### src/core/timer_pair_pkg.sv
package timer_pair_pkg;
  // wishbone word byte addresses
  localparam logic [5:0] ADDR_MODE_A   = 6'h00;
  localparam logic [5:0] ADDR_MODE_B   = 6'h04;
  localparam logic [5:0] ADDR_FLOP     = 6'h08;
  localparam logic [5:0] ADDR_RUN      = 6'h0C;
  localparam logic [5:0] ADDR_DBUF     = 6'h10;
  localparam logic [5:0] ADDR_CMP0     = 6'h14;
  localparam logic [5:0] ADDR_CMP1     = 6'h18;
  localparam logic [5:0] ADDR_CMP2     = 6'h1C;
  localparam logic [5:0] ADDR_CMP3     = 6'h20;
  // mode register fields
  localparam int MODE_LCLK_LSB = 0;
  localparam int MODE_UCLK_LSB = 2;
  localparam int MODE_PWM_LSB  = 4;
  localparam int MODE_PAIR_LSB = 6;
  // flop control register fields
  localparam int FLOP_A_CTL_LSB = 0;
  localparam int FLOP_A_INV_BIT = 2;
  localparam int FLOP_A_SRC_BIT = 3;
  localparam int FLOP_B_CTL_LSB = 4;
  localparam int FLOP_B_INV_BIT = 6;
  localparam int FLOP_B_SRC_BIT = 7;
  // run register fields
  localparam int RUN_LOWER_A_BIT = 0;
  localparam int RUN_UPPER_A_BIT = 1;
  localparam int RUN_LOWER_B_BIT = 2;
  localparam int RUN_UPPER_B_BIT = 3;
  localparam int RUN_PRESCALE_BIT = 7;
  // double buffer register fields
  localparam int DBUF_A_BIT = 0;
  localparam int DBUF_B_BIT = 1;
  // reset values
  localparam logic [7:0] MODE_RESET = 8'h00;
  localparam logic [7:0] FLOP_RESET = 8'h33;
  localparam logic [7:0] RUN_RESET  = 8'h00;
  localparam logic [7:0] DBUF_RESET = 8'h00;
  localparam logic [7:0] CMP_RESET  = 8'h00;
  // prescaler tap positions
  localparam int TAP_FINE_BIT   = 0;
  localparam int TAP_MID_BIT    = 3;
  localparam int TAP_COARSE_BIT = 7;
  localparam int PRESCALE_WIDTH = 9;
  // flop control codes
  localparam logic [1:0] FLOP_INVERT = 2'h0;
  localparam logic [1:0] FLOP_SET    = 2'h1;
  localparam logic [1:0] FLOP_CLEAR  = 2'h2;
  localparam logic [1:0] FLOP_HOLD   = 2'h3;
  typedef enum logic [1:0] {
    MODE_DUAL8,
    MODE_CASCADE16,
    MODE_PPG,
    MODE_PWM
  } pair_mode_t;
endpackage : timer_pair_pkg

### src/core/timer_pair_block.sv
// How it works
// - in 8-bit mode with toggling on, every selected match flips the output
// - control code 00 inverts the output flop at once, running or not
// - code 10 clears the output flop, code 01 sets it
// - output flop and compare registers read back as zero
// - in 8-bit mode the upper timer can count lower-timer matches
// - mode 01 cascades: lower overflow clocks upper, upper clock select ignored
// - 16-bit: low byte first; that write halts compare until high byte written
// - 16-bit: a lower match alone does not clear the lower counter
// - 16-bit: both matching clears both, raises upper irq, toggles output
// - mode 10 is PPG on the lower timer, driving the pair output
// - PPG: output inverts on lower-compare and on upper-compare equality
// - PPG with double buffer: reload lower compare on upper-compare match
// - PPG: upper timer still counts when its run bit is set
// - PWM only on the lower timer; upper stays an ordinary 8-bit timer
// - PWM: invert on compare and on 2^n-1 overflow, which clears counter
// - PWM with double buffer: reload lower compare on 2^n-1 overflow
// - mode 00 dual 8-bit, 01 16-bit, 10 PPG, 11 PWM
// - lower clock select picks prescaler taps 01-11; external only pair b
// - dual 8-bit: upper clock select picks lower match or a tap
// - dual 8-bit: source bit 0 picks lower match, 1 upper match
// - 8-bit mode: a match clears that counter and raises its irq
// - compare value 00 matches on counter overflow
//
// The register addresses and the Wishbone interface to the registers are this design's own decisions.
`timescale 1ns/1ps
module timer_pair_unit
  import timer_pair_pkg::*;
(
  // clock and reset
  input  wire logic       clk,
  input  wire logic       nrst,
  // configuration
  input  wire logic [7:0] mode_reg,
  input  wire logic [1:0] flop_control_field,
  input  wire logic       flop_ctl_write,
  input  wire logic       toggle_enable,
  input  wire logic       toggle_source_select,
  input  wire logic       run_lower,
  input  wire logic       run_upper,
  input  wire logic       dbuf_enable,
  // compare register writes
  input  wire logic       cmp_lower_write,
  input  wire logic       cmp_upper_write,
  input  wire logic [7:0] cmp_wdata,
  // clock ticks
  input  wire logic [2:0] taps,
  input  wire logic       ext_tick,
  input  wire logic       has_ext,
  // outputs
  output logic            lower_match_irq,
  output logic            upper_match_irq,
  output logic            toggle_out
);
  logic [7:0] count_lower;
  logic [7:0] count_upper;
  logic [7:0] cmp_lower;
  logic [7:0] cmp_upper;
  logic [7:0] cmp_buffer;
  logic       cmp_hold;
  pair_mode_t mode;
  logic [1:0] lclk;
  logic [1:0] uclk;
  logic [1:0] pwm_sel;
  logic       tick_lower;
  logic       tick_upper;
  logic       match_lower;
  logic       match_upper;
  logic       ovf_lower;
  logic       pwm_top;
  logic [7:0] pwm_limit;
  logic       clr_lower;
  logic       clr_upper;
  logic       both16;
  logic       ppg_lo;
  logic       ppg_hi;
  logic       flip;

  assign mode    = pair_mode_t'(mode_reg[MODE_PAIR_LSB +: 2]);
  assign lclk    = mode_reg[MODE_LCLK_LSB +: 2];
  assign uclk    = mode_reg[MODE_UCLK_LSB +: 2];
  assign pwm_sel = mode_reg[MODE_PWM_LSB +: 2];

  // lower clock: code 00 is the external input where present
  always_comb
  begin
    case (lclk)
      2'h1:    tick_lower = taps[0];
      2'h2:    tick_lower = taps[1];
      2'h3:    tick_lower = taps[2];
      default: tick_lower = has_ext & ext_tick;
    endcase
  end

  assign ovf_lower = tick_lower && (count_lower == 8'hFF);
  // compare 00 fires on the wrap from FF
  assign match_lower = run_lower && !cmp_hold && tick_lower &&
                       ((cmp_lower == 8'h00) ? (count_lower == 8'hFF)
                                              : (count_lower + 8'h01 == cmp_lower));

  always_comb
  begin
    case (pwm_sel)
      2'h1:    pwm_limit = 8'h3F;
      2'h2:    pwm_limit = 8'h7F;
      default: pwm_limit = 8'hFF;
    endcase
  end
  assign pwm_top = (mode == MODE_PWM) && run_lower && tick_lower &&
                   (count_lower + 8'h01 == pwm_limit);

  // PPG upper-compare equality on the lower counter
  assign ppg_lo = (mode == MODE_PPG) && match_lower;
  assign ppg_hi = (mode == MODE_PPG) && run_lower && tick_lower &&
                  (count_lower + 8'h01 == cmp_upper);

  always_comb
  begin
    if (mode == MODE_CASCADE16)
      tick_upper = run_lower && ovf_lower;
    else
      case (uclk)
        2'h0:    tick_upper = match_lower;
        2'h1:    tick_upper = taps[0];
        2'h2:    tick_upper = taps[1];
        default: tick_upper = taps[2];
      endcase
  end

  assign match_upper = run_upper && !cmp_hold && tick_upper &&
                       ((cmp_upper == 8'h00) ? (count_upper == 8'hFF)
                                              : (count_upper + 8'h01 == cmp_upper));

  // 16-bit terminal count: both halves equal together
  assign both16 = (mode == MODE_CASCADE16) && !cmp_hold && run_lower && tick_lower &&
                  (count_lower + 8'h01 == cmp_lower) &&
                  (count_upper == cmp_upper);

  always_comb
  begin
    clr_lower = 1'b0;
    clr_upper = 1'b0;
    case (mode)
      MODE_DUAL8:
      begin
        clr_lower = match_lower;
        clr_upper = match_upper;
      end
      MODE_CASCADE16:
      begin
        clr_lower = both16;
        clr_upper = both16;
      end
      MODE_PPG:
      begin
        clr_lower = ppg_hi;
        clr_upper = match_upper;
      end
      default:
      begin
        clr_lower = pwm_top;
        clr_upper = match_upper;
      end
    endcase
  end

  always_ff @(posedge clk or negedge nrst)
  begin
    if (!nrst)
      count_lower <= 8'h00;
    else if (!run_lower)
      count_lower <= 8'h00;
    else if (clr_lower)
      count_lower <= 8'h00;
    else if (tick_lower)
      count_lower <= count_lower + 8'h01;
  end

  // upper counter is unused in PPG unless its run bit is set
  always_ff @(posedge clk or negedge nrst)
  begin
    if (!nrst)
      count_upper <= 8'h00;
    else if (!run_upper && !(mode == MODE_CASCADE16 && run_lower))
      count_upper <= 8'h00;
    else if (clr_upper)
      count_upper <= 8'h00;
    else if (tick_upper)
      count_upper <= count_upper + 8'h01;
  end

  // lower compare register and its buffer
  always_ff @(posedge clk or negedge nrst)
  begin
    if (!nrst)
    begin
      cmp_lower  <= CMP_RESET;
      cmp_buffer <= CMP_RESET;
    end
    else
    begin
      if (cmp_lower_write)
        cmp_buffer <= cmp_wdata;
      if (cmp_lower_write && !dbuf_enable)
        cmp_lower <= cmp_wdata;
      else if (dbuf_enable && ppg_hi)
        cmp_lower <= cmp_buffer;
      else if (dbuf_enable && pwm_top)
        cmp_lower <= cmp_buffer;
    end
  end

  always_ff @(posedge clk or negedge nrst)
  begin
    if (!nrst)
      cmp_upper <= CMP_RESET;
    else if (cmp_upper_write)
      cmp_upper <= cmp_wdata;
  end

  // low-byte write suspends 16-bit compare until the high byte lands
  always_ff @(posedge clk or negedge nrst)
  begin
    if (!nrst)
      cmp_hold <= 1'b0;
    else if (cmp_upper_write)
      cmp_hold <= 1'b0;
    else if (cmp_lower_write && mode == MODE_CASCADE16)
      cmp_hold <= 1'b1;
  end

  always_comb
  begin
    case (mode)
      MODE_DUAL8:     flip = toggle_source_select ? match_upper : match_lower;
      MODE_CASCADE16: flip = both16;
      MODE_PPG:       flip = ppg_lo || ppg_hi;
      default:        flip = match_lower || pwm_top;
    endcase
  end

  always_ff @(posedge clk or negedge nrst)
  begin
    if (!nrst)
      toggle_out <= 1'b0;
    else if (flop_ctl_write && flop_control_field == FLOP_INVERT)
      toggle_out <= ~toggle_out;
    else if (flop_ctl_write && flop_control_field == FLOP_CLEAR)
      toggle_out <= 1'b0;
    else if (flop_ctl_write && flop_control_field == FLOP_SET)
      toggle_out <= 1'b1;
    else if (toggle_enable && flip)
      toggle_out <= ~toggle_out;
  end

  always_ff @(posedge clk or negedge nrst)
  begin
    if (!nrst)
    begin
      lower_match_irq <= 1'b0;
      upper_match_irq <= 1'b0;
    end
    else
    begin
      lower_match_irq <= (mode == MODE_CASCADE16) ? 1'b0 : match_lower;
      upper_match_irq <= (mode == MODE_CASCADE16) ? both16
                       : (mode == MODE_PPG) ? (ppg_hi || match_upper) : match_upper;
    end
  end
endmodule : timer_pair_unit

`timescale 1ns/1ps
module timer_pair_block
  import timer_pair_pkg::*;
(
  // clock and reset
  input  wire logic        clk,
  input  wire logic        nrst,
  // wishbone slave
  input  wire logic        wb_cyc_i,
  input  wire logic        wb_stb_i,
  input  wire logic        wb_we_i,
  input  wire logic [5:0]  wb_adr_i,
  input  wire logic [3:0]  wb_sel_i,
  input  wire logic [31:0] wb_dat_i,
  output logic      [31:0] wb_dat_o,
  output logic             wb_ack_o,
  // external clock pin for pair b lower timer
  input  wire logic        ext_clk_pin,
  // timer outputs
  output logic             wave_out_a_pin,
  output logic             wave_out_b_pin,
  output logic [3:0]       match_irq
);
  logic [7:0] pair_a_mode_reg;
  logic [7:0] pair_b_mode_reg;
  logic [7:0] flop_control_reg;
  logic [7:0] run_control_reg;
  logic [7:0] dbuf_control_reg;
  logic [PRESCALE_WIDTH-1:0] prescale;
  logic [PRESCALE_WIDTH-1:0] next_prescale;
  logic [2:0] taps;
  logic [1:0] ext_sync;
  logic       ext_last;
  logic       ext_tick;
  logic       wr;
  logic       wr_lane0;

  assign wr       = wb_cyc_i && wb_stb_i && wb_we_i && !wb_ack_o;
  assign wr_lane0 = wr && wb_sel_i[0];

  always_ff @(posedge clk or negedge nrst)
  begin
    if (!nrst)
      wb_ack_o <= 1'b0;
    else
      wb_ack_o <= wb_cyc_i && wb_stb_i && !wb_ack_o;
  end

  always_ff @(posedge clk or negedge nrst)
  begin
    if (!nrst)
    begin
      pair_a_mode_reg  <= MODE_RESET;
      pair_b_mode_reg  <= MODE_RESET;
      flop_control_reg <= FLOP_RESET;
      run_control_reg  <= RUN_RESET;
      dbuf_control_reg <= DBUF_RESET;
    end
    else if (wr_lane0)
    begin
      if (wb_adr_i == ADDR_MODE_A)
        pair_a_mode_reg <= wb_dat_i[7:0];
      else if (wb_adr_i == ADDR_MODE_B)
        pair_b_mode_reg <= wb_dat_i[7:0];
      else if (wb_adr_i == ADDR_FLOP)
        flop_control_reg <= wb_dat_i[7:0];
      else if (wb_adr_i == ADDR_RUN)
        run_control_reg <= wb_dat_i[7:0];
      else if (wb_adr_i == ADDR_DBUF)
        dbuf_control_reg <= wb_dat_i[7:0];
    end
  end

  // flop, compare registers and unmapped addresses read as zero
  always_ff @(posedge clk or negedge nrst)
  begin
    if (!nrst)
      wb_dat_o <= 32'h00000000;
    else if (wb_adr_i == ADDR_MODE_A)
      wb_dat_o <= {24'h000000, pair_a_mode_reg};
    else if (wb_adr_i == ADDR_MODE_B)
      wb_dat_o <= {24'h000000, pair_b_mode_reg};
    else if (wb_adr_i == ADDR_RUN)
      wb_dat_o <= {24'h000000, run_control_reg};
    else if (wb_adr_i == ADDR_DBUF)
      wb_dat_o <= {24'h000000, dbuf_control_reg};
    else
      wb_dat_o <= 32'h00000000;
  end

  // prescaler; taps are one-cycle ticks at the carry out of each tap bit
  always_comb
  begin
    next_prescale = prescale + {{(PRESCALE_WIDTH-1){1'b0}}, 1'b1};
  end

  always_ff @(posedge clk or negedge nrst)
  begin
    if (!nrst)
      prescale <= '0;
    else if (!run_control_reg[RUN_PRESCALE_BIT])
      prescale <= '0;
    else
      prescale <= next_prescale;
  end

  assign taps[0] = run_control_reg[RUN_PRESCALE_BIT] && (&prescale[TAP_FINE_BIT:0]);
  assign taps[1] = run_control_reg[RUN_PRESCALE_BIT] && (&prescale[TAP_MID_BIT:0]);
  assign taps[2] = run_control_reg[RUN_PRESCALE_BIT] && (&prescale[TAP_COARSE_BIT:0]);

  always_ff @(posedge clk or negedge nrst)
  begin
    if (!nrst)
    begin
      ext_sync <= 2'h0;
      ext_last <= 1'b0;
    end
    else
    begin
      ext_sync <= {ext_sync[0], ext_clk_pin};
      ext_last <= ext_sync[1];
    end
  end
  assign ext_tick = ext_sync[1] && !ext_last;

  timer_pair_unit pair_a (
    .clk                  (clk),
    .nrst                 (nrst),
    .mode_reg             (pair_a_mode_reg),
    .flop_control_field   (wb_dat_i[FLOP_A_CTL_LSB +: 2]),
    .flop_ctl_write       (wr_lane0 && wb_adr_i == ADDR_FLOP),
    .toggle_enable        (flop_control_reg[FLOP_A_INV_BIT]),
    .toggle_source_select (flop_control_reg[FLOP_A_SRC_BIT]),
    .run_lower            (run_control_reg[RUN_LOWER_A_BIT]),
    .run_upper            (run_control_reg[RUN_UPPER_A_BIT]),
    .dbuf_enable          (dbuf_control_reg[DBUF_A_BIT]),
    .cmp_lower_write      (wr_lane0 && wb_adr_i == ADDR_CMP0),
    .cmp_upper_write      (wr_lane0 && wb_adr_i == ADDR_CMP1),
    .cmp_wdata            (wb_dat_i[7:0]),
    .taps                 (taps),
    .ext_tick             (1'b0),
    .has_ext              (1'b0),
    .lower_match_irq      (match_irq[0]),
    .upper_match_irq      (match_irq[1]),
    .toggle_out           (wave_out_a_pin)
  );

  // pair b upper compare sits one word above the lower
  timer_pair_unit pair_b (
    .clk                  (clk),
    .nrst                 (nrst),
    .mode_reg             (pair_b_mode_reg),
    .flop_control_field   (wb_dat_i[FLOP_B_CTL_LSB +: 2]),
    .flop_ctl_write       (wr_lane0 && wb_adr_i == ADDR_FLOP),
    .toggle_enable        (flop_control_reg[FLOP_B_INV_BIT]),
    .toggle_source_select (flop_control_reg[FLOP_B_SRC_BIT]),
    .run_lower            (run_control_reg[RUN_LOWER_B_BIT]),
    .run_upper            (run_control_reg[RUN_UPPER_B_BIT]),
    .dbuf_enable          (dbuf_control_reg[DBUF_B_BIT]),
    .cmp_lower_write      (wr_lane0 && wb_adr_i == ADDR_CMP2),
    .cmp_upper_write      (wr_lane0 && wb_adr_i == ADDR_CMP3),
    .cmp_wdata            (wb_dat_i[7:0]),
    .taps                 (taps),
    .ext_tick             (ext_tick),
    .has_ext              (1'b1),
    .lower_match_irq      (match_irq[2]),
    .upper_match_irq      (match_irq[3]),
    .toggle_out           (wave_out_b_pin)
  );
endmodule : timer_pair_block

### config.mk
export PLATFORM = sky130hd
export DESIGN_NAME = timer_pair_block
export DESIGN_NICKNAME = d
export VERILOG_FILES = /design/src/core/timer_pair_pkg.sv /design/src/core/timer_pair_block.sv
export SDC_FILE = /design/constraint.sdc
export NUM_CORES = 1
export LEC_CHECK = 0
export BUFFER_PORTS_ARGS = -buffer_cell sky130_fd_sc_hd__buf_4
export CORE_AREA = 2 2 141 143
export CTS_BUF_LIST = sky130_fd_sc_hd__clkbuf_16
export CTS_CLUSTER_DIAMETER = 50
export DETAILED_ROUTE_END_ITERATION = 10
export DIE_AREA = 0 0 143 145
export PLACE_DENSITY = 0.67
export SETUP_SLACK_MARGIN = 0.1
export SYNTH_ARGS = -nofsm -noshare
export SYNTH_HDL_FRONTEND = slang
export SYNTH_SLANG_ARGS = --single-unit
### constraint.sdc
create_clock -name clk -period 3.79 [get_ports clk]
set_input_delay 0.379 -clock clk [delete_from_list [all_inputs] [get_ports clk]]
set_output_delay 0.379 -clock clk [all_outputs]
set_load 0.02 [all_outputs]
# Word level (Yosys, flattened, before mapping)

Index checks and enable logic that the tools add are counted.

Bitwise gates (word level): 6
Reductions and logical operators: 116
Eq/ne operators: 48
Add/subtract/negate cells: 5
Mux-type cells: 61

Operators with widths:

| kind                                                            | number |
|---|---|
| 8-bit two-way mux                                               | 22 |
| 8-bit == test                                                   | 10 |
| 1-bit logical AND                                               | 74 |
| 8-bit by 1-bit adder with 8-bit output, second input constant   | 4 |
| 8-bit == test, second input constant                            | 4 |
| 8-bit zero test                                                 | 4 |
| 8-bit one-hot mux with 2 select lines                           | 2 |
| 2-bit == test, second input constant                            | 14 |
| 1-bit two-way mux                                               | 28 |
| 6-bit by 5-bit == test with 1-bit output, second input constant | 4 |
| 1-bit one-hot mux with 3 select lines                           | 8 |
| 2-bit by 1-bit == test with 1-bit output, second input constant | 10 |
| 6-bit by 4-bit == test with 1-bit output, second input constant | 2 |
| 2-bit zero test                                                 | 6 |
| 3-bit nonzero test                                              | 4 |
| 1-bit zero test                                                 | 10 |
| 9-bit by 1-bit adder with 9-bit output, second input constant   | 1 |
| 9-bit two-way mux                                               | 1 |
| 4-bit AND reduction                                             | 2 |
| 8-bit AND reduction                                             | 1 |
| 4-bit nonzero test                                              | 2 |
| 6-bit by 3-bit == test with 1-bit output, second input constant | 1 |
| 6-bit == test, second input constant                            | 1 |
| 6-bit zero test                                                 | 1 |
| 8 further kinds                                                 | 20 |

Bits of input ports: 48
Register bits: 173

# Depth between registers and ports, before layout

Gate-level depths: netlist of run 1.

Depth after elaboration: 16
Mapped depth: 13
Depth with buffers taken out: 11

# Cells and area by module

From an unflattened synthesis of run 1, not the netlist that was laid out.

Cell total of the unflattened synthesis: 907
Area, all modules: 9323.9 µm²

By module, submodules not included:

| module                   | cells each | instances | area an instance (µm²) |
|---|---|---|---|
| timer_pair_unit (pair_a) | 353        | 1         | 3420.8 |
| timer_pair_unit (pair_b) | 351        | 1         | 3354.5 |
| timer_pair_block         | 203        | 1         | 2548.7 |

# Least setup slack after synthesis of run 1

No wires, ideal clock.

Path kind: register -> register
Start point: reg pair_b.count_lower[1]
End point: reg pair_b.toggle_out
Library setup time: 120 ps
Data arrival time: 2788 ps
Stages on the path, launching flop included: 11
Buffers on the path: 0
Data required time: 3670 ps
Period minus slack after synthesis: 2907 ps
Slack: 883 ps
Path through: dfrtp_1 ha_1 xnor2_2 xnor2_1 or4b_1 a2111oi_2 a32oi_1 nand2_1 nand4_1 a311o_1 and3_1

Cells in the longest elaborated chain, start to end: 12
Elaborated cells on any way between the ends: 24
Classes of those cells: add/sub: 1; eq/ne: 4; mux: 5; reduce/logical: 14

RTL lines:

| element                                 | line                                            | RTL |
|---|---|---|
| start, declared                         | timer_pair_block.sv:55                          | `logic [7:0] count_lower;` |
| start signal, assigned                  | timer_pair_block.sv:176                         | `count_lower <= count_lower + 8'h01;` |
| 8-bit by 1-bit adder with 8-bit output  | --                                              |  |
| 8-bit == test                           | timer_pair_block.sv:99, timer_pair_block.sv:136 |  |
| 1-bit two-way mux                       | timer_pair_block.sv:98                          | `((cmp_lower == 8'h00) ? (count_lower == 8'hFF)` |
| 1-bit logical AND                       | timer_pair_block.sv:97                          | `assign match_lower = run_lower && !cmp_hold && tick_lower &&` |
| 1-bit one-hot mux with 3 select lines   | timer_pair_block.sv:122                         | `case (uclk)` |
| 1-bit two-way mux                       | timer_pair_block.sv:119                         | `if (mode == MODE_CASCADE16)` |
| 1-bit logical AND (2 in a row)          | timer_pair_block.sv:130                         | `assign match_upper = run_upper && !cmp_hold && tick_upper &&` |
| 1-bit two-way mux                       | timer_pair_block.sv:235                         | `MODE_DUAL8: flip = toggle_source_select ? match_upper : match_lower;` |
| 1-bit one-hot mux with 3 select lines * | timer_pair_block.sv:234                         | `case (mode)` |
| 1-bit logical AND *                     | timer_pair_block.sv:252                         | `else if (toggle_enable && flip)` |
| 4-bit nonzero test (no source line) *   | --                                              |  |
| end signal, assigned                    | timer_pair_block.sv:247                         | `toggle_out <= ~toggle_out;` |
| end signal, assigned                    | timer_pair_block.sv:253                         | `toggle_out <= ~toggle_out;` |
| end, declared                           | timer_pair_block.sv:53                          | `output logic toggle_out` |

Every way passes the cells marked *; elsewhere a longest branch is shown, timed or not.
A chain may end at the register's enable or synchronous reset.

# Final worst setup path of run 1

Start point: reg pair_a.count_lower[0]
End point: reg pair_a.count_lower[4]

Cells in the longest elaborated chain, start to end: 7
Elaborated cells on any way between the ends: 16
Classes of those cells: add/sub: 1; eq/ne: 5; mux: 5; reduce/logical: 5

RTL lines:

| element                                                       | line                                            | RTL |
|---|---|---|
| start, declared                                               | timer_pair_block.sv:55                          |  |
| start signal, assigned                                        | timer_pair_block.sv:176                         |  |
| 8-bit by 1-bit adder with 8-bit output                        | --                                              |  |
| 8-bit == test                                                 | timer_pair_block.sv:99, timer_pair_block.sv:136 |  |
| 1-bit two-way mux / 1-bit logical AND (equally long branches) | timer_pair_block.sv:98, timer_pair_block.sv:135 |  |
| 1-bit logical AND, on equally long branches                   | timer_pair_block.sv:97, timer_pair_block.sv:136 |  |
| 1-bit one-hot mux with 3 select lines                         | timer_pair_block.sv:143                         | `case (mode)` |
| 8-bit two-way mux                                             | timer_pair_block.sv:173                         | `else if (clr_lower)` |
| 8-bit two-way mux                                             | timer_pair_block.sv:171                         | `else if (!run_lower)` |

Parallel ways exist; a longest one is shown, timed or not. The select of a mux whose other input is x is not followed.

==> run metrics, run 1 <==
P&R area growth vs syn 10.81%; status finished, final reports clean; Setup Buffers After CTS 0; CTS H-tree depth 4; yosys warns 0; layout cells sized above 1 16.32%; min Tclk post-route 3.433 ns; Reg area 3603 µm²; CP Launch Type register; Initial Util 44.58%; grt ovf 0; final hold violations 0; n_diodes 0; Synth Area per Inst 9.698 µm²; clk sinks 144; GR Util met2 30.98%; FMAX 291.3 MHz; initial antenna violation count 0; critical path class reg2reg; Seq cells post-synth 144; fill cell count 1,782; EDFF count, synth 0; Final ANT Viol Nets 0; Global Route Usage Sum 20.42%; I/O pin cnt 87; chip height 145 µm; per-cell routed wire length 17.54 µm; GP Congestion 0.9261; final slew viol count 0; VDD IR max 0.0003227 V; Power Total 0.003384 W; Finished Core Util 49.40%; placed inst area 8922 µm²; std cell rows 51; Vias 6,534; Worst slew margin 46.03%; TritonRoute pass-1 iters 5; DP Wirelength 14.49 mm; CORE AREA 19,210 µm²; hold slack 0.008614 ns; vias in the first global route 6,195; first-pass GRT wire length 33.11 mm; Via density 5.575; Syn Inst Count 883; Port Buffer Count 35; biggest area consumer among synthesized cells dfrtp_1; top cells by area, synth dfrtp_1 42%, mux2_2 8.0%, xnor2_1 5.3%; most frequent cell after synthesis dfrtp_1; Iter 0 DRT Violations 596; combined area of the multi-input logic cells 4537 µm²; unrepaired setup endpoints after global routing no; synthesized cell area 8563 µm²; # Max-Cap Violations 0; ys async rst share 100.0%; GR Util met3 4.257%; Seq/Total Area, Yosys 42.08%; clk slew on worst S/H paths 0.07 ns; commonest cells in the synthesized netlist 144 x dfrtp_1, 80 x nand2_1, 79 x nor2_1; setup TNS 0 ns; Synth cell types 71; finished layout cell area 9489 µm²; CTS buffer count 17; Die X 143 µm; ratio of final minimum period to clock period 90.58%; Synth top area share 42.08%; Hold Crit Class in2async; clock tree from TritonCTS built; worst-margin pin slew 0.8095 ns; # setup viols final 0; Critical Path Fanout Max 12; largest net degree at the start of global routing 89; GRT busiest layer met2; Primary FF master, synth dfrtp_1; clock latency on the worst-skew pair 0.43 ns; nets 952; clock root buffer clkbuf_16; DRC viols 0; Arr. time, crit path 3.75 ns; Crit. End Element register; Data required, critical path 4.11 ns; area of the die 20,740 µm²; Setup Skew 0.01136 ns; WL final 20.56 mm; met1 usage 28.62%; leakage power 4.205 nW; clk buf depth 2; Pwr Density 356.7 nW/µm²
timing repair:
item,4_1_cts,5_1_grt
hold buffers,0,0
resized for setup,0,3
setup endpoints to repair,0,16
power breakdown:
| group | internal (W) | total (W) | switching [W] |
|---|---|---|---|
| Clock | 0.000951 | 0.00160 | 0.000646 |
| Sequential | 0.00156 | 0.00159 | 0.0000303 |
| Combinational | 0.0000670 | 0.000194 | 0.000127 |
cell usage in the layout, fill, tap and decap left out, drive strengths merged, types with 3 or more instances in the layout:
cell type / instances
nor3b: 7
or3: 8
buf: 48
a41oi: 3
a21o: 5
xnor3: 4
a21oi: 22
a211oi: 6
conb: 24
dfrtp: 144
nand2b: 15
xor2: 38
ha: 9
nor4: 16
a2111oi: 5
nand4: 19
mux2i: 18
and4: 7
clkbuf: 17
nand4b: 3
xnor2: 53
o21a: 4
and3: 12
a222oi: 8
mux2: 61
nor2: 79
nand3: 22
nor3: 22
nand3b: 3
clkinv: 7
nor4b: 4
o21ai: 38
inv: 26
and2: 9
o31ai: 5
nand2: 80
nor2b: 10
o211ai: 7
or4: 6
layer usage:
layer / routed length [µm] / share of wire [%] / up-vias
met1: 9552 / 46 / 3199
met5: 0 / 0 / -
met4: 538 / 2.6 / 0
met3: 976 / 4.7 / 38
li1: - / - / 3096
met2: 9489 / 46 / 201
layout make-up:
class	count	share of cell area, %
repair buffers	48	3.969
well taps	265	3.494
clock inverters	14	1.358
inverters	23	0.9098
multi-input cells	661	47.81
flip-flops and latches	144	37.97
clock buffers	17	4.483
metrics by stage:
| step | worst slack, ns | std cells |
|---|---|---|
| 2_1_floorplan | 0.8827 | 906 |
| 3_3_place_gp | 0.3976 | 1141 |
| 3_5_place_dp | 0.3577 | 1141 |
| 4_1_cts | 0.3088 | 1172 |
| 5_1_grt | 0.1031 | 1172 |
| 6_report | 0.3570 | 1172 |
critical path, cell delays in order, from the launching register on:
cell and delay, ns:
dfrtp_1 0.51, ha_1 0.40, nand2_1 0.13, nor2_1 0.33, xor3_1 0.32, nor3_1 0.27
a41oi_1 0.33, nor3_2 0.31, or2_1 0.38, nor3_1 0.08, a211o_1 0.27
final timing paths:
path | startpoint | to | slack, ns | cells after the start
setup / recovery | pair_a.count_lower[0] | pair_a.count_lower[4] | 0.36 | 10
hold reg to reg | ext_sync[0] | ext_sync[1] | 0.35 | 0
max in group asynchronous | nrst | pair_a.count_upper[7] | 3.02 | 2
setup reg to reg | pair_a.count_lower[0] | pair_a.count_lower[4] | 0.36 | 10
hold / removal | nrst | prescale[1] | 0.009 | 1
min in group clk | ext_clk_pin | ext_sync[0] | 0.06 | 1
kinds of logic (layout without fill, tap and decap cells):
| logic type | Yosys count | after routing | synth area share (%) |
|---|---|---|---|
| multiplexers | 79 | 79 | 10.13 |
| other | 1 | 24 | 0.04379 |
| flip-flops | 144 | 144 | 42.08 |
| AND/OR/NAND/NOR | 328 | 328 | 19.51 |
| adder cells (fa/ha/maj) | 9 | 9 | 1.315 |
| AO/OA/AOI/OAI | 125 | 125 | 10.11 |
| XOR/XNOR | 96 | 96 | 10.72 |
| buffers and inverters | 101 | 102 | 6.093 |
Power figures use the tool's default switching activity.
==> run 2, diff against run 1 <==
--- a/config.mk
+++ b/config.mk
@@ -5,13 +5,15 @@
 export SDC_FILE = /design/constraint.sdc
 export NUM_CORES = 1
 export LEC_CHECK = 0
+export ABC_AREA = 1
 export BUFFER_PORTS_ARGS = -buffer_cell sky130_fd_sc_hd__buf_4
-export CORE_AREA = 2 2 141 143
+export CORE_AREA = 2 2 132 134
 export CTS_BUF_LIST = sky130_fd_sc_hd__clkbuf_16
 export CTS_CLUSTER_DIAMETER = 50
 export DETAILED_ROUTE_END_ITERATION = 10
-export DIE_AREA = 0 0 143 145
-export PLACE_DENSITY = 0.67
+export DIE_AREA = 0 0 134 136
+export MAX_ROUTING_LAYER = met4
+export PLACE_DENSITY = 0.73
 export SETUP_SLACK_MARGIN = 0.1
 export SYNTH_ARGS = -nofsm -noshare
 export SYNTH_HDL_FRONTEND = slang
==> run metrics, run 2 <==
Seq/Total Area, Yosys 43.47% (was 42.08%); CORE AREA 16,880 µm² (was 19,210 µm²); most frequent cells in the layout 267 x nand2_1, 144 x dfrtp_1, 135 x inv_1, 101 x o21ai_0, 79 x nor2_1 (was 144 x dfrtp_1, 79 x nor2_1, 79 x nand2_1, 61 x mux2_2, 52 x xnor2_1); Largest delay share family, worst path simple AND/OR/NAND/NOR gates (unchanged); most frequent cell after synthesis nand2_1 (was dfrtp_1); largest family of logic cells by synthesized area simple AND/OR/NAND/NOR gates (unchanged); biggest area consumer among synthesized cells dfrtp_1 (unchanged); start of the worst register-to-register path prescale[0] (was pair_a.count_lower[0]); grt ovf 0 (unchanged); register-to-register setup slack 0.82 ns (was 0.36 ns); hold slack -0.004127 ns (was 0.008614 ns); critical path class reg2reg (unchanged); Finished Core Util 54.68% (was 49.40%); Switch Pwr 0.0008971 W (was 0.0008030 W); setup TNS 0 ns (unchanged); Vias 7,170 (was 6,534); Sequential Power Share 47.2% (was 47.1%); VDD IR max 0.0003479 V (was 0.0003227 V); DRC viols 0 (unchanged); Worst slew margin 47.65% (was 46.03%); # Max-Cap Violations 0 (unchanged); clock root buffer clkbuf_16 (unchanged); Final ANT Viol Nets 0 (unchanged); Slowest cell on crit path nand2_1 (was dfrtp_1); clock tree from TritonCTS built (unchanged); # setup viols final 0 (unchanged); Compound-Gate Fraction of Synth Area 14.73% (was 10.11%); Data required, critical path 4.12 ns (was 4.11 ns); EDFF count, synth 0 (unchanged); leakage power 4.286 nW (was 4.205 nW); CTS H-tree depth 4 (unchanged); area of the die 18,220 µm² (was 20,740 µm²); Clk network pwr share 47.3% (was 47.2%); Power Total 0.003368 W (was 0.003384 W); std cell rows 48 (was 51); P&R area growth vs syn 11.30% (was 10.81%); final hold violations 3 (was 0); worst-margin pin slew 0.7852 ns (was 0.8095 ns); PostCTS Resize Cnt 0 (unchanged); failing checks negative hold slack; clk slew on worst S/H paths 0.07 ns (about the same); layout cells sized above 1 10.94% (was 16.32%); unrepaired setup endpoints after global routing no (unchanged); adder-cell share of the synthesized area 1.358% (was 1.315%); worst setup path start prescale[0] (was pair_a.count_lower[0]); Global Route Usage Sum 23.84% (was 20.42%); Synth Area per Inst 7.691 µm² (was 9.698 µm²); placed inst area 8677 µm² (was 8922 µm²); multiplexer share of the synthesized area 0.1207% (was 10.13%); status complete, but fails checks (was finished, final reports clean); WL final 19.96 mm (was 20.56 mm); clk buf depth 2 (unchanged); Crit. End Element register (unchanged); I/O pin cnt 87 (unchanged); final slew viol count 0 (unchanged); min Tclk post-route 2.973 ns (was 3.433 ns); Hold Crit Class in2async (unchanged); hold_buf cts 0 (unchanged); Simple-Gate Fraction of Synth Area 26.31% (was 19.51%); Gate power share 5.4% (was 5.7%); Sw Share 26.64% (was 23.73%); Seq cells post-synth 144 (unchanged); GP Congestion 0.9380 (was 0.9261); nets 1,168 (was 952); FMAX 336.4 MHz (was 291.3 MHz); Iter 0 DRT Violations 708 (was 596); TritonRoute pass-1 iters 6 (was 5); Die X 134 µm (was 143 µm); per-cell routed wire length 14.80 µm (was 17.54 µm); Synth cell types 54 (was 71); post-route non-filler standard cell count 1,349 (was 1,172); Synth top area share 43.47% (was 42.08%); commonest cells in the synthesized netlist 267 x nand2_1, 144 x dfrtp_1, 135 x inv_1 (was 144 x dfrtp_1, 80 x nand2_1, 79 x nor2_1); r2r worst-path depth 22 (was 10); CP Launch Type register (unchanged); Post-Place Cells 1,317 (was 1,141); Setup Buffers After CTS 0 (unchanged); finished layout cell area 9228 µm² (was 9489 µm²); crit-path max cell delay 0.40 ns (was 0.51 ns); n_diodes 0 (unchanged); worst-path cell chain ha_1 > nand2_1 > inv_1 > nand2_1 > nor2_1 > o211ai_1 > nand2_1 > nand3_1 > nor2_2 > nand3_2 > nand2_2 > nand2_4 > nand2_8 > nand2_4 > nand2_1 > nand2_1 > nand2_1 > nand2_1 > nand2_1 > nand2_1 > nand2_1 > inv_1 (was ha_1 > nand2_1 > nor2_1 > xor3_1 > nor3_1 > a41oi_1 > nor3_2 > or2_1 > nor3_1 > a211o_1); Critical path buffers and inverters 2 (was 0); crit path capture pair_b.toggle_out (was pair_a.count_lower[4]); chip height 136 µm (was 145 µm); first-pass GRT wire length 33.20 mm (was 33.11 mm); clk sinks 144 (unchanged); Setup Skew 0.01551 ns (was 0.01136 ns); synthesized cell area 8290 µm² (was 8563 µm²); Critical Path Fanout Max 11 (was 12); initial antenna violation count 0 (unchanged); Primary FF master, synth dfrtp_1 (unchanged); stages on the worst setup path 22 (was 10); yosys warns 0 (unchanged); Syn Inst Count 1,078 (was 883); Via density 5.315 (was 5.575); Arr. time, crit path 3.30 ns (was 3.75 ns); CTS buffer count 17 (unchanged); vias in the first global route 6,617 (was 6,195); Pwr Density 365.0 nW/µm² (was 356.7 nW/µm²); RR Endpoint pair_b.toggle_out (was pair_a.count_lower[4]); ratio of final minimum period to clock period 78.43% (was 90.58%); clock latency on the worst-skew pair 0.44 ns (was 0.43 ns); Initial Util 49.13% (was 44.58%); CP dominant cell by count nand2_1 (was nor3_1); most common cell after layout, fill and taps aside nand2_1 (was dfrtp_1); DP Wirelength 14.37 mm (was 14.49 mm); ys async rst share 100.0% (unchanged); largest net degree at the start of global routing 87 (was 89); cell-internal power 0.002471 W (was 0.002581 W); top cells by area, synth dfrtp_1 43%, nand2_1 12%, inv_1 6.1% (was dfrtp_1 42%, mux2_2 8.0%, xnor2_1 5.3%); xor and xnor area share after synthesis 3.909% (was 10.72%); Port Buffer Count 35 (unchanged)
-- run 2: cell type report --
class                           count  area [µm²]
Timing Repair Buffer               39       309.0
Multi-Input combinational cell    766        3945
Tap cell                          225       281.5
Sequential cell                   144        3603
Clock buffer                       17       425.4
Fill cell                        1565        7649
Inverter                          143       538.0
Clock inverter                     15       125.1
-- run 2: how the worst min path moves through the flow --
stage                           to  slack, ns  cells after the start
3_5_place_dp           ext_sync[1]       0.33                      0
3_3_place_gp           ext_sync[1]       0.33                      0
4_1_cts                prescale[2]       0.04                      1
2_1_floorplan  dbuf_control_reg[0]       0.08                      0
6_report               prescale[2]     -0.004                      1
5_1_grt                ext_sync[0]       0.04                      1
-- run 2: kinds of logic (layout without fill, tap and decap cells) --
kind of cell               Yosys count  after routing
and+or+nand+nor                    490            490
adders and majority gates            9              9
muxes                                1              1
DFF                                144            144
xor gates and xnor gates            37             37
buffers and inverters              191            214
other                                1             24
AOI/OAI and AO/OA                  205            205
-- run 2: power by group through the flow --
stage	Combinational, W	Sequential (W)	Clock [W]
floorplan	0.000117	0.00161	0
global placement	0.000180	0.00162	0
detailed placement	0.000183	0.00162	0
CTS	0.000184	0.00159	0.00160
global route	0.000206	0.00159	0.00168
finish	0.000182	0.00159	0.00159
-- run 2: per-stage QoR --
step | hold WS, ns | worst slack, ns
finish | -0.004127 | 0.8174
global route | 0.04376 | 0.5152
CTS | 0.04131 | 0.8531
detailed placement | 0.3347 | 0.8561
global placement | 0.3337 | 0.9111
floorplan | 0.08341 | 1.515
-- run 2: routing by layer --
metal  GRT usage (%)  part of all wire (%)
met1           32.61                    47
met2           35.90                    45
met3           4.064                   6.2
met4           8.570                   2.4
met5               -                     0
==> run 3, diff against run 2 <==
--- a/config.mk
+++ b/config.mk
@@ -13,7 +13,7 @@
 export DETAILED_ROUTE_END_ITERATION = 10
 export DIE_AREA = 0 0 134 136
 export MAX_ROUTING_LAYER = met4
-export PLACE_DENSITY = 0.73
+export PLACE_DENSITY = 0.76
 export SETUP_SLACK_MARGIN = 0.1
 export SYNTH_ARGS = -nofsm -noshare
 export SYNTH_HDL_FRONTEND = slang
==> constraint.sdc (replaced) <==
create_clock -name clk -period 2.4 [get_ports clk]
set_input_delay 0.24 -clock clk [delete_from_list [all_inputs] [get_ports clk]]
set_output_delay 0.24 -clock clk [all_outputs]
set_load 0.02 [all_outputs]
==> run metrics, run 3 (same netlist as run 2, synthesis figures left out) <==
status complete, but fails checks (unchanged); failing checks negative setup slack (was negative hold slack); start of the worst register-to-register path pair_a.count_lower[1] (was prescale[0]); setup ws final -0.1415 ns (was 0.8174 ns); Data required, critical path 2.68 ns (was 4.12 ns); clock root buffer clkbuf_16 (unchanged); Finished Core Util 63.22% (was 54.68%); first-pass GRT wire length 36.71 mm (was 33.20 mm); VDD IR max 0.0005372 V (was 0.0003479 V); area of the die 18,220 µm² (unchanged); register-to-register setup slack -0.14 ns (was 0.82 ns); std cell rows 48 (unchanged); vias in the first global route 7,309 (was 6,617); Pwr Density 538.0 nW/µm² (was 365.0 nW/µm²); pre-CTS setup slack -0.1125 ns (was 0.8561 ns); ratio of final minimum period to clock period 105.9% (was 78.43%); Critical Path Fanout Max 6 (was 11); post-route non-filler standard cell count 1,434 (was 1,349); Via density 5.434 (was 5.315); initial antenna violation count 0 (unchanged); WL final 23.69 mm (was 19.96 mm); min Tclk post-route 2.542 ns (was 2.973 ns); FMAX 393.5 MHz (was 336.4 MHz); Crit. End Element register (unchanged); Port Buffer Count 35 (unchanged); Post-Place Cells 1,375 (was 1,317); # setup viols final 24 (was 0); largest net degree at the start of global routing 59 (was 87); CORE AREA 16,880 µm² (unchanged); layout cells sized above 1 26.47% (was 10.94%); clock tree from TritonCTS built (unchanged); Initial Util 49.13% (unchanged); final slew viol count 0 (unchanged); grt ovf 0 (unchanged); n_diodes 0 (unchanged); CP Launch Type register (unchanged); hold slack 0.03623 ns (was -0.004127 ns); P&R area growth vs syn 28.69% (was 11.30%); CTS buffer count 17 (unchanged); clk sinks 144 (unchanged); most common cell after layout, fill and taps aside nand2_1 (unchanged); Worst slew margin 54.65% (was 47.65%); unrepaired setup endpoints after global routing yes (was no); clock latency on the worst-skew pair 0.43 ns (was 0.44 ns); final hold violations 0 (was 3); Reg area 3610 µm² (was 3603 µm²); I/O pin cnt 87 (unchanged); DP Wirelength 15.74 mm (was 14.37 mm); critical path class reg2reg (unchanged); # Max-Cap Violations 0 (unchanged); most frequent cells in the layout 238 x nand2_1, 139 x dfrtp_1, 128 x inv_1, 107 x buf_4, 94 x o21ai_0 (was 267 x nand2_1, 144 x dfrtp_1, 135 x inv_1, 101 x o21ai_0, 79 x nor2_1); Final ANT Viol Nets 0 (unchanged); Die X 134 µm (unchanged); hold depth 3; fill cell count 1,394 (was 1,565); Vias 7,793 (was 7,170); clk buf depth 2 (unchanged); Arr. time, crit path 2.83 ns (was 3.30 ns); CTS H-tree depth 4 (unchanged); Global Route Usage Sum 26.77% (was 23.84%); worst-margin pin slew 0.6795 ns (was 0.7852 ns); min-delay src wb_dat_i[2]; nets 1,254 (was 1,168); DRC viols 0 (unchanged); RR Endpoint pair_a.cmp_lower[4] (was pair_b.toggle_out); r2r worst-path depth 15 (was 22); hold endpoint pair_b.cmp_upper[2]; GP Congestion 0.9618 (was 0.9380); Hold Crit Class in2reg (was in2async); combined area of the multi-input logic cells 4557 µm² (was 3945 µm²); leakage power 4.911 nW (was 4.286 nW); clk slew on worst S/H paths 0.06 ns (was 0.07 ns); TritonRoute pass-1 iters 5 (was 6); Setup Skew 0.006994 ns (was 0.01551 ns); per-cell routed wire length 16.52 µm (was 14.80 µm); chip height 136 µm (unchanged); Iter 0 DRT Violations 684 (was 708)
==> run 3: changes by cell type in the layout (fill, tap and decap cells not counted), sizes merged <==
cell,previous run,this run
bufinv,0,5
buf,39,122
clkinvlp,2,1
dlygate4sd3,0,2
clkinv,7,8
nor2,87,88
inv,149,143
==> run 3: worst max path at each step <==
stage                                from                     to  slack, ns  cells after the start
global placement    pair_b.count_lower[0]    pair_b.cmp_lower[7]      -0.09                     12
CTS                 pair_b.count_lower[1]  pair_b.count_upper[1]      -0.01                     18
detailed placement  pair_b.count_lower[0]    pair_b.cmp_lower[7]      -0.11                     12
global route        pair_a.count_lower[3]      pair_a.toggle_out      -0.26                     21
finish              pair_a.count_lower[1]    pair_a.cmp_lower[4]      -0.14                     15
floorplan           pair_b.count_lower[0]  pair_b.count_upper[7]       0.12                     18
==> run 3: layout make-up <==
cell class	count	area share, %
Timing Repair Buffer	124	9.663
Multi-Input combinational cell	767	42.71
Clock inverter	14	2.005
Sequential cell	144	33.83
Clock buffer	17	3.987
Inverter	143	5.160
Tap cell	225	2.639
==> run 3: what timing repair did <==
action,4_1_cts,5_1_grt
pin swaps,29,33
gates resized for setup,77,89
endpoints found under the setup margin,52,52
buffers inserted,16,10
hold endpoints to repair,57,0
gates cloned,1,0
hold buffers,2,0
==> run 3: worst max-delay path, cell delays in order, from the launching register on <==
cell and delay, ns:
dfrtp_2 0.43, buf_4 0.14, nand2_1 0.08, nor2_4 0.23
nand2_1 0.13, nand2_1 0.14, nand2_2 0.09, inv_1 0.10
o21ai_1 0.07, nor3_2 0.15, nand3_2 0.19, a21oi_4 0.30
buf_6 0.17, inv_2 0.04, nor2_2 0.11, a221oi_2 0.04
==> run 3: where the power goes <==
| group | switching (W) | internal (W) | total [W] | leakage, nW |
|---|---|---|---|---|
| clock network | 0.00105 | 0.00184 | 0.00289 | 0.313 |
| logic | 0.000231 | 0.000100 | 0.000331 | 2.69 |
| registers | 0.0000486 | 0.00247 | 0.00252 | 1.91 |
==> run 3: routing by layer <==
metal	global-route usage (%)	vias to the layer above	share of wire (%)
met3	4.922	50	7.1
met5	-	-	0
li1	-	3709	-
met2	40.31	306	47
met1	35.53	3728	43
met4	11.82	0	3.1
==> run 3: through the flow <==
| stage | power, W | setup TNS [ns] | area, µm² |
|---|---|---|---|
| after detailed placement | 0.002858 | -2.284 | 9125 |
| after global placement | 0.002852 | -0.8061 | 9125 |
| after floorplan | 0.002731 | 0 | 8377 |
| after CTS | 0.005749 | -0.04093 | 10230 |
| after global routing | 0.005924 | -7.078 | 10670 |
| final | 0.005740 | -0.9376 | 10670 |
